==> src/tm1_pkg.sv <==
// Constants for the timer control block: register map, field layout,
// prescale codes and the instruction clock divider.
// Assumes a single 100 MHz clock that stands for the oscillator.
package tm1_pkg;

  // ==========================================================
  // Bus geometry
  // ==========================================================
  localparam int unsigned ADDR_W = 4;               // Register port address width
  localparam int unsigned DATA_W = 16;              // Register width

  // ==========================================================
  // Register map
  // ==========================================================
  localparam logic [ADDR_W-1:0] CTRL_OFFSET = 4'h0;      // timer_one_control
  localparam logic [DATA_W-1:0] CTRL_RESET  = 16'h0000;  // All bits clear at reset
  localparam logic [DATA_W-1:0] CTRL_IMPL   = 16'ha076;  // Implemented bit positions
  localparam logic [DATA_W-1:0] READ_IDLE   = 16'h0000;  // Read data outside a read

  // ==========================================================
  // Field positions in timer_one_control
  // ==========================================================
  localparam int unsigned RUN_BIT  = 15;            // run_enable
  localparam int unsigned IDLE_BIT = 13;            // stop_in_idle
  localparam int unsigned GATE_BIT = 6;             // gate_accumulate_enable
  localparam int unsigned PS_HI    = 5;             // prescale_select, upper bit
  localparam int unsigned PS_LO    = 4;             // prescale_select, lower bit
  localparam int unsigned SYNC_BIT = 2;             // ext_clock_sync_select
  localparam int unsigned SRC_BIT  = 1;             // clock_source_select

  // ==========================================================
  // Prescale codes and terminal counts
  // ==========================================================
  localparam int unsigned PS_CNT_W = 8;             // Enough for divide by 256
  localparam logic [1:0] PS_DIV1   = 2'h0;          // 1:1
  localparam logic [1:0] PS_DIV8   = 2'h1;          // 1:8
  localparam logic [1:0] PS_DIV64  = 2'h2;          // 1:64
  localparam logic [1:0] PS_DIV256 = 2'h3;          // 1:256
  localparam logic [PS_CNT_W-1:0] PS_LAST1   = 8'h00;
  localparam logic [PS_CNT_W-1:0] PS_LAST8   = 8'h07;
  localparam logic [PS_CNT_W-1:0] PS_LAST64  = 8'h3f;
  localparam logic [PS_CNT_W-1:0] PS_LAST256 = 8'hff;
  localparam logic [PS_CNT_W-1:0] PS_STEP    = 8'h01;

  // ==========================================================
  // Instruction clock: oscillator divided by two
  // ==========================================================
  localparam int unsigned CLK_HZ    = 100_000_000;  // clk rate, stands for the oscillator
  localparam int unsigned INSTR_DIV = 2;            // Instruction clock = clk / 2
  localparam logic INSTR_LAST_PHASE = 1'(INSTR_DIV - 1);

endpackage

==> src/tm1_control.sv <==
// Timer control register and count-enable generation for a 16-bit timer.
// Assumes a register master on clk, a counter that advances on count_tick,
// and gate and external clock pins that are asynchronous to clk.
//
// The strobed register port and the address map were left to the implementer.
`timescale 1ns/1ns

module tm1_control (
  // Clock and reset
  input  wire logic                        clk,
  input  wire logic                        reset,
  // Register port
  input  wire logic [tm1_pkg::ADDR_W-1:0]  reg_addr,
  input  wire logic [tm1_pkg::DATA_W-1:0]  reg_wdata,
  input  wire logic                        reg_write,
  input  wire logic                        reg_read,
  output logic      [tm1_pkg::DATA_W-1:0]  reg_rdata,
  // Device state
  input  wire logic                        idle_mode,
  // Pins
  input  wire logic                        gate_in,
  input  wire logic                        external_count_input,
  // Towards the counter
  output logic                             count_tick,
  output logic                             run_enable,
  output logic                             stop_in_idle,
  output logic                             gate_accumulate_enable,
  output logic      [1:0]                  prescale_select,
  output logic                             ext_clock_sync_select,
  output logic                             clock_source_select
);

  // ==========================================================
  // Declarations
  // ==========================================================
  logic [tm1_pkg::DATA_W-1:0] ctrl_reg;       // timer_one_control
  logic [tm1_pkg::DATA_W-1:0] ctrl_next;
  logic [tm1_pkg::DATA_W-1:0] rdata_reg;      // Read data, one cycle late
  logic [tm1_pkg::DATA_W-1:0] rdata_next;
  logic                       hit;            // Address selects the register

  logic gate_meta_reg;                        // Gate synchroniser, first stage
  logic gate_sync_reg;                        // Gate synchroniser, second stage
  logic ext_meta_reg;                         // External clock, first stage
  logic ext_sync_reg;                         // External clock, second stage
  logic ext_prev_reg;                         // Previous synchronised level
  logic gate_meta_next;
  logic gate_sync_next;
  logic ext_meta_next;
  logic ext_sync_next;
  logic ext_prev_next;

  logic phase_reg;                            // Instruction clock phase
  logic phase_next;
  logic instr_en;                             // One pulse per instruction cycle

  logic pend_reg;                             // External edge awaiting alignment
  logic pend_next;
  logic ext_rise;                             // Rising edge of external clock
  logic src_pulse;                            // One edge of the chosen source
  logic run_ok;                               // Timer allowed to advance
  logic ps_tick;                              // Prescaler output

  logic tick_reg;                             // Registered count enable
  logic tick_next;

  // ==========================================================
  // Field views
  // ==========================================================
  // All come straight from flip-flops, the fields from the control flip-flops
  assign run_enable             = ctrl_reg[tm1_pkg::RUN_BIT];
  assign stop_in_idle           = ctrl_reg[tm1_pkg::IDLE_BIT];
  assign gate_accumulate_enable = ctrl_reg[tm1_pkg::GATE_BIT];
  assign prescale_select        = ctrl_reg[tm1_pkg::PS_HI:tm1_pkg::PS_LO];
  assign ext_clock_sync_select  = ctrl_reg[tm1_pkg::SYNC_BIT];
  assign clock_source_select    = ctrl_reg[tm1_pkg::SRC_BIT];
  assign reg_rdata              = rdata_reg;
  assign count_tick             = tick_reg;

  // ==========================================================
  // Register port
  // ==========================================================
  assign hit = (reg_addr == tm1_pkg::CTRL_OFFSET);

  // Write masks off the unimplemented positions
  always_comb begin
    ctrl_next = ctrl_reg;
    if (reg_write && hit) begin
      ctrl_next = reg_wdata & tm1_pkg::CTRL_IMPL;
    end
  end

  // Read data stands only in the cycle after the strobe
  always_comb begin
    rdata_next = tm1_pkg::READ_IDLE;
    if (reg_read && hit) begin
      rdata_next = ctrl_reg & tm1_pkg::CTRL_IMPL;
    end
  end

  // Register state; control clears fully so the timer starts stopped
  always_ff @(posedge clk) begin
    if (reset) begin
      ctrl_reg  <= tm1_pkg::CTRL_RESET;
      rdata_reg <= tm1_pkg::READ_IDLE;
    end else begin
      ctrl_reg  <= ctrl_next;
      rdata_reg <= rdata_next;
    end
  end

  // ==========================================================
  // Pin synchronisers
  // ==========================================================
  // Both pins cross two flops; logic never reads the first stage
  always_comb begin
    gate_meta_next = gate_in;
    gate_sync_next = gate_meta_reg;
    ext_meta_next  = external_count_input;
    ext_sync_next  = ext_meta_reg;
    ext_prev_next  = ext_sync_reg;
  end

  // Register
  always_ff @(posedge clk) begin
    if (reset) begin
      gate_meta_reg <= 1'b0;
      gate_sync_reg <= 1'b0;
      ext_meta_reg  <= 1'b0;
      ext_sync_reg  <= 1'b0;
      ext_prev_reg  <= 1'b0;
    end else begin
      gate_meta_reg <= gate_meta_next;
      gate_sync_reg <= gate_sync_next;
      ext_meta_reg  <= ext_meta_next;
      ext_sync_reg  <= ext_sync_next;
      ext_prev_reg  <= ext_prev_next;
    end
  end

  // Rising edge seen after synchronisation
  assign ext_rise = ext_sync_reg && !ext_prev_reg;

  // ==========================================================
  // Instruction clock divider
  // ==========================================================
  // Internal source runs at half the oscillator rate
  always_comb begin
    if (phase_reg == tm1_pkg::INSTR_LAST_PHASE) begin
      phase_next = 1'b0;
    end else begin
      phase_next = 1'b1;
    end
  end

  assign instr_en = (phase_reg == tm1_pkg::INSTR_LAST_PHASE);

  // Register
  always_ff @(posedge clk) begin
    if (reset) begin
      phase_reg <= 1'b0;
    end else begin
      phase_reg <= phase_next;
    end
  end

  // ==========================================================
  // Source selection, gating and alignment
  // ==========================================================
  // Halt in Idle only when asked; otherwise Idle does not matter
  assign run_ok = run_enable && !(idle_mode && stop_in_idle);

  // Pick one edge of the chosen source per step
  always_comb begin
    src_pulse = 1'b0;
    pend_next = 1'b0;
    if (clock_source_select) begin
      // External source: gate bit plays no part here
      if (ext_clock_sync_select) begin
        // Hold the edge until the next instruction cycle boundary
        src_pulse = instr_en && (pend_reg || ext_rise);
        pend_next = !instr_en && (pend_reg || ext_rise);
      end else begin
        // Unaligned: counted on the edge as soon as it is seen
        src_pulse = ext_rise;
      end
    end else begin
      // Internal source, optionally gated by the pin level
      if (gate_accumulate_enable) begin
        src_pulse = instr_en && gate_sync_reg;
      end else begin
        src_pulse = instr_en;
      end
    end
  end

  // Register
  always_ff @(posedge clk) begin
    if (reset) begin
      pend_reg <= 1'b0;
    end else begin
      pend_reg <= pend_next;
    end
  end

  // ==========================================================
  // Prescaler
  // ==========================================================
  // Cleared while stopped so each start begins a full period
  tm1_prescaler u_prescaler (
    .clk    (clk),
    .reset  (reset),
    .clear  (!run_enable),
    .step   (src_pulse && run_ok),
    .select (prescale_select),
    .tick   (ps_tick)
  );

  // ==========================================================
  // Count enable output
  // ==========================================================
  // Registered so the counter sees a clean flop-driven pulse;
  // costs one cycle of latency against the source edge
  always_comb begin
    tick_next = ps_tick;
  end

  // Register
  always_ff @(posedge clk) begin
    if (reset) begin
      tick_reg <= 1'b0;
    end else begin
      tick_reg <= tick_next;
    end
  end

endmodule

==> src/tm1_prescaler.sv <==
// Prescaler for the timer: passes one tick out of 1, 8, 64 or 256 steps.
// Assumes step is a one-cycle pulse on clk; clear restarts the count.
`timescale 1ns/1ns

module tm1_prescaler (
  // Clock and reset
  input  wire logic       clk,
  input  wire logic       reset,
  // Control
  input  wire logic       clear,      // Restart division from zero
  input  wire logic       step,       // One source edge
  input  wire logic [1:0] select,     // prescale_select code
  // Result
  output logic            tick        // One pulse per divided period
);

  // ==========================================================
  // Division counter
  // ==========================================================
  logic [tm1_pkg::PS_CNT_W-1:0] cnt_reg;   // Steps seen in this period
  logic [tm1_pkg::PS_CNT_W-1:0] cnt_next;
  logic [tm1_pkg::PS_CNT_W-1:0] last;      // Terminal count for the code

  // Terminal count from the code
  always_comb begin
    case (select)
      tm1_pkg::PS_DIV1:   last = tm1_pkg::PS_LAST1;
      tm1_pkg::PS_DIV8:   last = tm1_pkg::PS_LAST8;
      tm1_pkg::PS_DIV64:  last = tm1_pkg::PS_LAST64;
      tm1_pkg::PS_DIV256: last = tm1_pkg::PS_LAST256;
      default:            last = tm1_pkg::PS_LAST1;
    endcase
  end

  // Tick on the step that completes a period
  assign tick = step && (cnt_reg >= last);

  // Next count; a shrunk code mid-period wraps on the next step via >=
  always_comb begin
    cnt_next = cnt_reg;
    if (clear) begin
      cnt_next = '0;
    end else if (tick) begin
      cnt_next = '0;
    end else if (step) begin
      cnt_next = cnt_reg + tm1_pkg::PS_STEP;
    end
  end

  // Register
  always_ff @(posedge clk) begin
    if (reset) begin
      cnt_reg <= '0;
    end else begin
      cnt_reg <= cnt_next;
    end
  end

endmodule

==> config.mk <==
export PLATFORM = sky130hd
export DESIGN_NAME = tm1_control
export DESIGN_NICKNAME = d
export VERILOG_FILES = /design/src/tm1_pkg.sv /design/src/tm1_control.sv /design/src/tm1_prescaler.sv
export SDC_FILE = /design/constraint.sdc
export NUM_CORES = 1
export LEC_CHECK = 0
export BUFFER_PORTS_ARGS = -buffer_cell sky130_fd_sc_hd__buf_2
export CAP_MARGIN = 20
export CORE_MARGIN = 1
export CORE_UTILIZATION = 46
export CTS_BUF_LIST = sky130_fd_sc_hd__clkbuf_4 sky130_fd_sc_hd__clkbuf_8
export DETAILED_ROUTE_END_ITERATION = 12
export PLACE_DENSITY = 0.77
export SLEW_MARGIN = 20
export SYNTH_ARGS = -nofsm -noshare
export SYNTH_HDL_FRONTEND = slang
export SYNTH_SLANG_ARGS = --single-unit
==> constraint.sdc <==
create_clock -name clk -period 2.1 [get_ports clk]
set_clock_uncertainty 0.1 [all_clocks]
set_input_delay 0.21 -clock clk [delete_from_list [all_inputs] [get_ports clk]]
set_output_delay 0.21 -clock clk [all_outputs]
set_load 0.05 [all_outputs]
# Word-level counts from Yosys, hierarchy flattened
# Index checks and enable logic that the tools add are counted.
[classes] addsub=1 order_cmp=1 eq_ne=3 muxes=5 n_bitwise=4 n_reduce_logical=19
[ops] operator="case mux 8 bit (4 select lines)" n=1
[ops] operator="logical AND 1 bit" n=10
[ops] operator="adder 8 x 1 -> 8 bit, second input constant" n=1
[ops] operator="greater-or-equal comparator 8 bit" n=1
[ops] operator="OR reduction 3 bit" n=2
[ops] operator="== test 2 bit, second input constant" n=2
[ops] operator="logical NOT 4 bit" n=1
[ops] operator="2-to-1 mux 1 bit" n=4
[ops] operator="inverter 1 bit" n=4
[ops] operator="logical NOT 1 bit" n=3
[ops] operator="== test 2 x 1 -> 1 bit, second input constant" n=1
[ops] operator="logical NOT 2 bit" n=1
[ops] operator="OR reduction 2 bit" n=1
[ops] operator="logical OR 1 bit" n=1
[totals] regBits=39 inputBits=27

# Logic depth before layout (Yosys ltp)
[depth] word_depth=9 ltp_mapped=9

# Modules after synthesis
# A second synthesis with hierarchy kept.
[unflattened] hier_cells=145 hier_area_um2=1437.6
[modules_own_cells] module="tm1_control" instances=1 cells_per_inst=86 area_each_um2=825.8 seq_area_each_um2=440.4
[modules_own_cells] module="tm1_prescaler" instances=1 cells_per_inst=59 area_each_um2=611.8 seq_area_each_um2=160.2

# Worst setup path after synthesis
# OpenSTA, ideal clock, no wires.
[synth_path] path_kind="register to register" start="reg ctrl_reg[5] (netlist bit)" end="reg u_prescaler.cnt_reg[3] (netlist bit)" setup_ns=0.096 arrival_ns=2.268 t_required_ns=1.904 slack_ns=-0.364 path_stages_with_launch=10 synth_period_minus_slack_ns=2.464 cell_sequence="dfxtp_1 -> or2_2 -> inv_1 -> ha_1 -> a211oi_1 -> o21ai_0 -> a21oi_4 -> nand2b_4 -> buf_6 -> o41ai_2"
[synth_between] elab_chain_cells=5 word_cells_on_any_way=8 cone_classes="1 x order compare; 3 x eq/ne; 1 x mux; 3 x reduce/logical"
[synth_lines] item="start, declared" line_no="tm1_control.sv:36" rtl="logic [tm1_pkg::DATA_W-1:0] ctrl_reg;"
[synth_lines] item="start signal, assigned" line_no="tm1_control.sv:104" rtl="ctrl_reg <= tm1_pkg::CTRL_RESET;"
[synth_lines] item="start signal, assigned" line_no="tm1_control.sv:107" rtl="ctrl_reg <= ctrl_next;"
[synth_lines] item="== test 2 bit, or another cell as far along" line_no="tm1_prescaler.sv:26" rtl="case (select)"
[synth_lines] item="case mux 8 bit (4 select lines) (*)" line_no="tm1_prescaler.sv:26"
[synth_lines] item="greater-or-equal comparator 8 bit (*)" line_no="tm1_prescaler.sv:36" rtl="assign tick = step && (cnt_reg >= last);"
[synth_lines] item="logical AND 1 bit (*)" line_no="tm1_prescaler.sv:36"
[synth_lines] item="OR reduction 3 bit (no source line) (*)"
[synth_lines] item="end signal, assigned" line_no="tm1_prescaler.sv:55" rtl="cnt_reg <= cnt_next;"
[synth_lines] item="end, declared" line_no="tm1_prescaler.sv:20" rtl="logic [tm1_pkg::PS_CNT_W-1:0] cnt_reg;"
# Mark *: on every way between the ends. The rest lies on a longest branch, timed or not.
# A chain may end at the register's enable or synchronous reset.

# Worst setup path in the final report
[layout_path] start="reg ctrl_reg[5] (netlist bit)" end="reg u_prescaler.cnt_reg[5] (netlist bit)"
# Same word-level chain as after synthesis.

==> results_dict.tcl <==
set metrics [dict create \
    startpoint_type "flop" \
    drtIter0Drc 84 \
    crit_type "flop to flop" \
    max_cap_violations 0 \
    synthCells 146 \
    place_area_sq_um 1640 \
    root_buffer "clkbuf_4" \
    cts_made_buffers 5 \
    syn_area_sq_um 1460 \
    die-area_sq_um 3400 \
    reg2reg_from "ctrl_reg[5]" \
    overflow 0 \
    gp_congestion 0.812 \
    synth_edf_count 0 \
    initial_utilization 0.481 \
    ff2ff_path_depth 8 \
    r2r_slack_ps 140 \
    dp_hpwl_um 2080 \
    die_h_um 58.3 \
    core_sq_um 3030 \
    design_area_sq_um 1730 \
    diodes 0 \
    clock_latency_ps 330 \
    rsz0062_at_grt "no" \
    drc 0 \
    grt_pass1_wl_um 4910 \
    grt_pass1_vias 1072 \
    drv_slew 0 \
    critPathBufInv 1 \
    vias_per_cell 5.05 \
    post_drt_wl_per_cell_um 12.6 \
    ir_drop_mv 0.442 \
    first_pass_iters 4 \
    p_per_area_nw_per_um2 572 \
    cts_sinks 30 \
    std_cell_rows 20 \
    grt_max_degree 18 \
    arrival_ps 2110 \
    min_period_ps 1960 \
    grt.total_usage 0.194 \
    cts_tree "done" \
    synth_cell_type_count 38 \
    routed_wl_um 2900 \
    hold_class "primary input to flop" \
    crit_fanout 8 \
    cts.path.max_buffers 2 \
    synth_warnings 0 \
    cts_setup_buffers 0 \
    routed-via-count 1162 \
    synthFlopType "dfxtp_1" \
    htreeDepth 2 \
    post-route-period-util 0.934 \
    hold_path_end "ctrl_reg[6]" \
    die_w_um 58.3 \
    crit_required_ps 2240 \
    layout-drive-gt1-share 0.328 \
    rr_endpoint "u_prescaler.cnt_reg[5]" \
    seq_area_frac_synth 0.412 \
    area_growth_pct 18.8 \
    cp_top_family "compound AO/OA/AOI/OAI gates" \
    setup_tns_ps 0 \
    largest_reg_flops 8 \
    hold_path_depth 3 \
    antenna_found_initial 0 \
    slowest_stage "dfxtp_4" \
    path_cells "or2_4 -> inv_2 -> ha_4 -> a211oi_2 -> o21ai_1 -> a21oi_4 -> nand2b_4 -> o41ai_2" \
    synthArstFlopShare 0 \
    slowest_delay_ps 370 \
    endpoint_kind "flop" \
    status "finished, final reports clean" \
    cts.clk_slew.worst_paths_ps 90 \
    ys_seq_elements 30 \
    io_pins 51 \
    synth.avg_cell_area_sq_um 9.98 \
    numPortBuffers 32 \
    cellLeakagePower_nw 0.825 \
    hold_violations 0 \
    setup_violations 0 \
    ant_nets 0 \
    clock.fmax_mhz 510 \
    fin_nets 222 \
    min_from "reg_wdata[6]" \
]
worst max path at each step:
stage / slack, ps / to / cells after the start / startpoint
after CTS: 100 / u_prescaler.cnt_reg[5] / 8 / ctrl_reg[5]
final: 140 / u_prescaler.cnt_reg[5] / 8 / ctrl_reg[5]
after global routing: 10 / u_prescaler.cnt_reg[5] / 8 / ctrl_reg[5]
after global placement: 180 / u_prescaler.cnt_reg[5] / 8 / ctrl_reg[5]
after floorplan: 20 / u_prescaler.cnt_reg[5] / 9 / ctrl_reg[5]
after detailed placement: 120 / u_prescaler.cnt_reg[5] / 8 / ctrl_reg[5]
per-stage QoR:
stage               hold slack (ps)  std cells  worst slack (ps)  power, W  utilization
global route                   14.7        230              12.7   0.00104        0.572
floorplan                       182        154              23.2  0.000670            -
detailed placement              325        219               122  0.000682        0.541
CTS                            1.09        230               102  0.000999        0.570
global placement                318        219               181  0.000680        0.541
finish                         4.68        230               138  0.000991        0.572
report_power, final:
group / switching, W / internal [W]
clock: 0.000196 / 0.000120
sequential: 0.00000436 / 0.000573
combinational: 0.0000668 / 0.0000309
total: 0.000267 / 0.000724
what timing repair did:
item | CTS | global route
gates resized for setup | 0 | 1
hold endpoints to repair | 4 | 0
endpoints found under the setup margin | 0 | 3
hold buffers | 4 | 0
cells in the final DEF, fill, tap and decap left out, types with 2 or more instances in the layout:
cell,count
buf_4,2
buf_2,32
ha_1,8
nand3b_1,2
nand3_1,5
or3_1,2
dfxtp_4,2
o41ai_2,4
dfxtp_1,27
a21oi_1,2
nor2b_1,6
clkinv_2,2
nor2_1,10
o21ai_0,3
or2b_2,2
a32oi_1,5
and3_1,4
nor3_1,2
conb_1,9
nand2_1,9
or2_2,2
dlygate4sd3_1,4
inv_1,4
clkbuf_4,5
mux2i_1,7
and2_1,7
area by class of cell:
cell class / count / area, sq um
multi-input combinational: 106 / 786
inverter: 5 / 18.8
clock inverter: 2 / 10.0
fill: 266 / 1300
clock buffer: 5 / 37.5
tap: 44 / 55.1
sequential: 30 / 609
timing repair buffer: 38 / 215
metal layers:
| metal | track usage | wire length (um) | vias up |
|---|---|---|---|
| met5 | 0 | 0 | - |
| met4 | 0.102 | 72 | 0 |
| met3 | 0.0505 | 154 | 8 |
| met2 | 0.304 | 1360 | 38 |
| met1 | 0.246 | 1320 | 536 |
| li1 | - | - | 580 |
worst min-delay path, stage by stage:
cell,delay [ps]
buf_2,70
mux2i_1,50
nor2_1,70
cell usage after synthesis, types with 3 or more instances:
library cell / count / area (sq um)
ha_1: 9 / 113
nand2_1: 9 / 33.8
buf_4: 9 / 67.6
mux2i_1: 7 / 70.1
dfxtp_1: 30 / 601
and2_1: 7 / 43.8
nand3_1: 5 / 25.0
and3_1: 4 / 25.0
a32oi_1: 5 / 43.8
nor2_1: 10 / 37.5
o41ai_2: 4 / 65.1
or2_2: 3 / 18.8
nor2b_1: 6 / 37.5
inv_1: 5 / 18.8
o21ai_0: 4 / 20.0
kinds of logic (layout without fill, tap and decap cells):
family                   after synthesis  count (layout)  share of synthesized area
AO/OA/AOI/OAI                         22              22                      0.147
adder cells (fa/ha/maj)                9               9                     0.0773
buffers and inverters                 18              50                     0.0833
flip-flops                            30              30                      0.412
multiplexers                           7               7                     0.0481
other                                  1               9                    0.00257
AND/OR/NAND/NOR                       59              59                      0.230
Power figures use the tool's default switching activity.
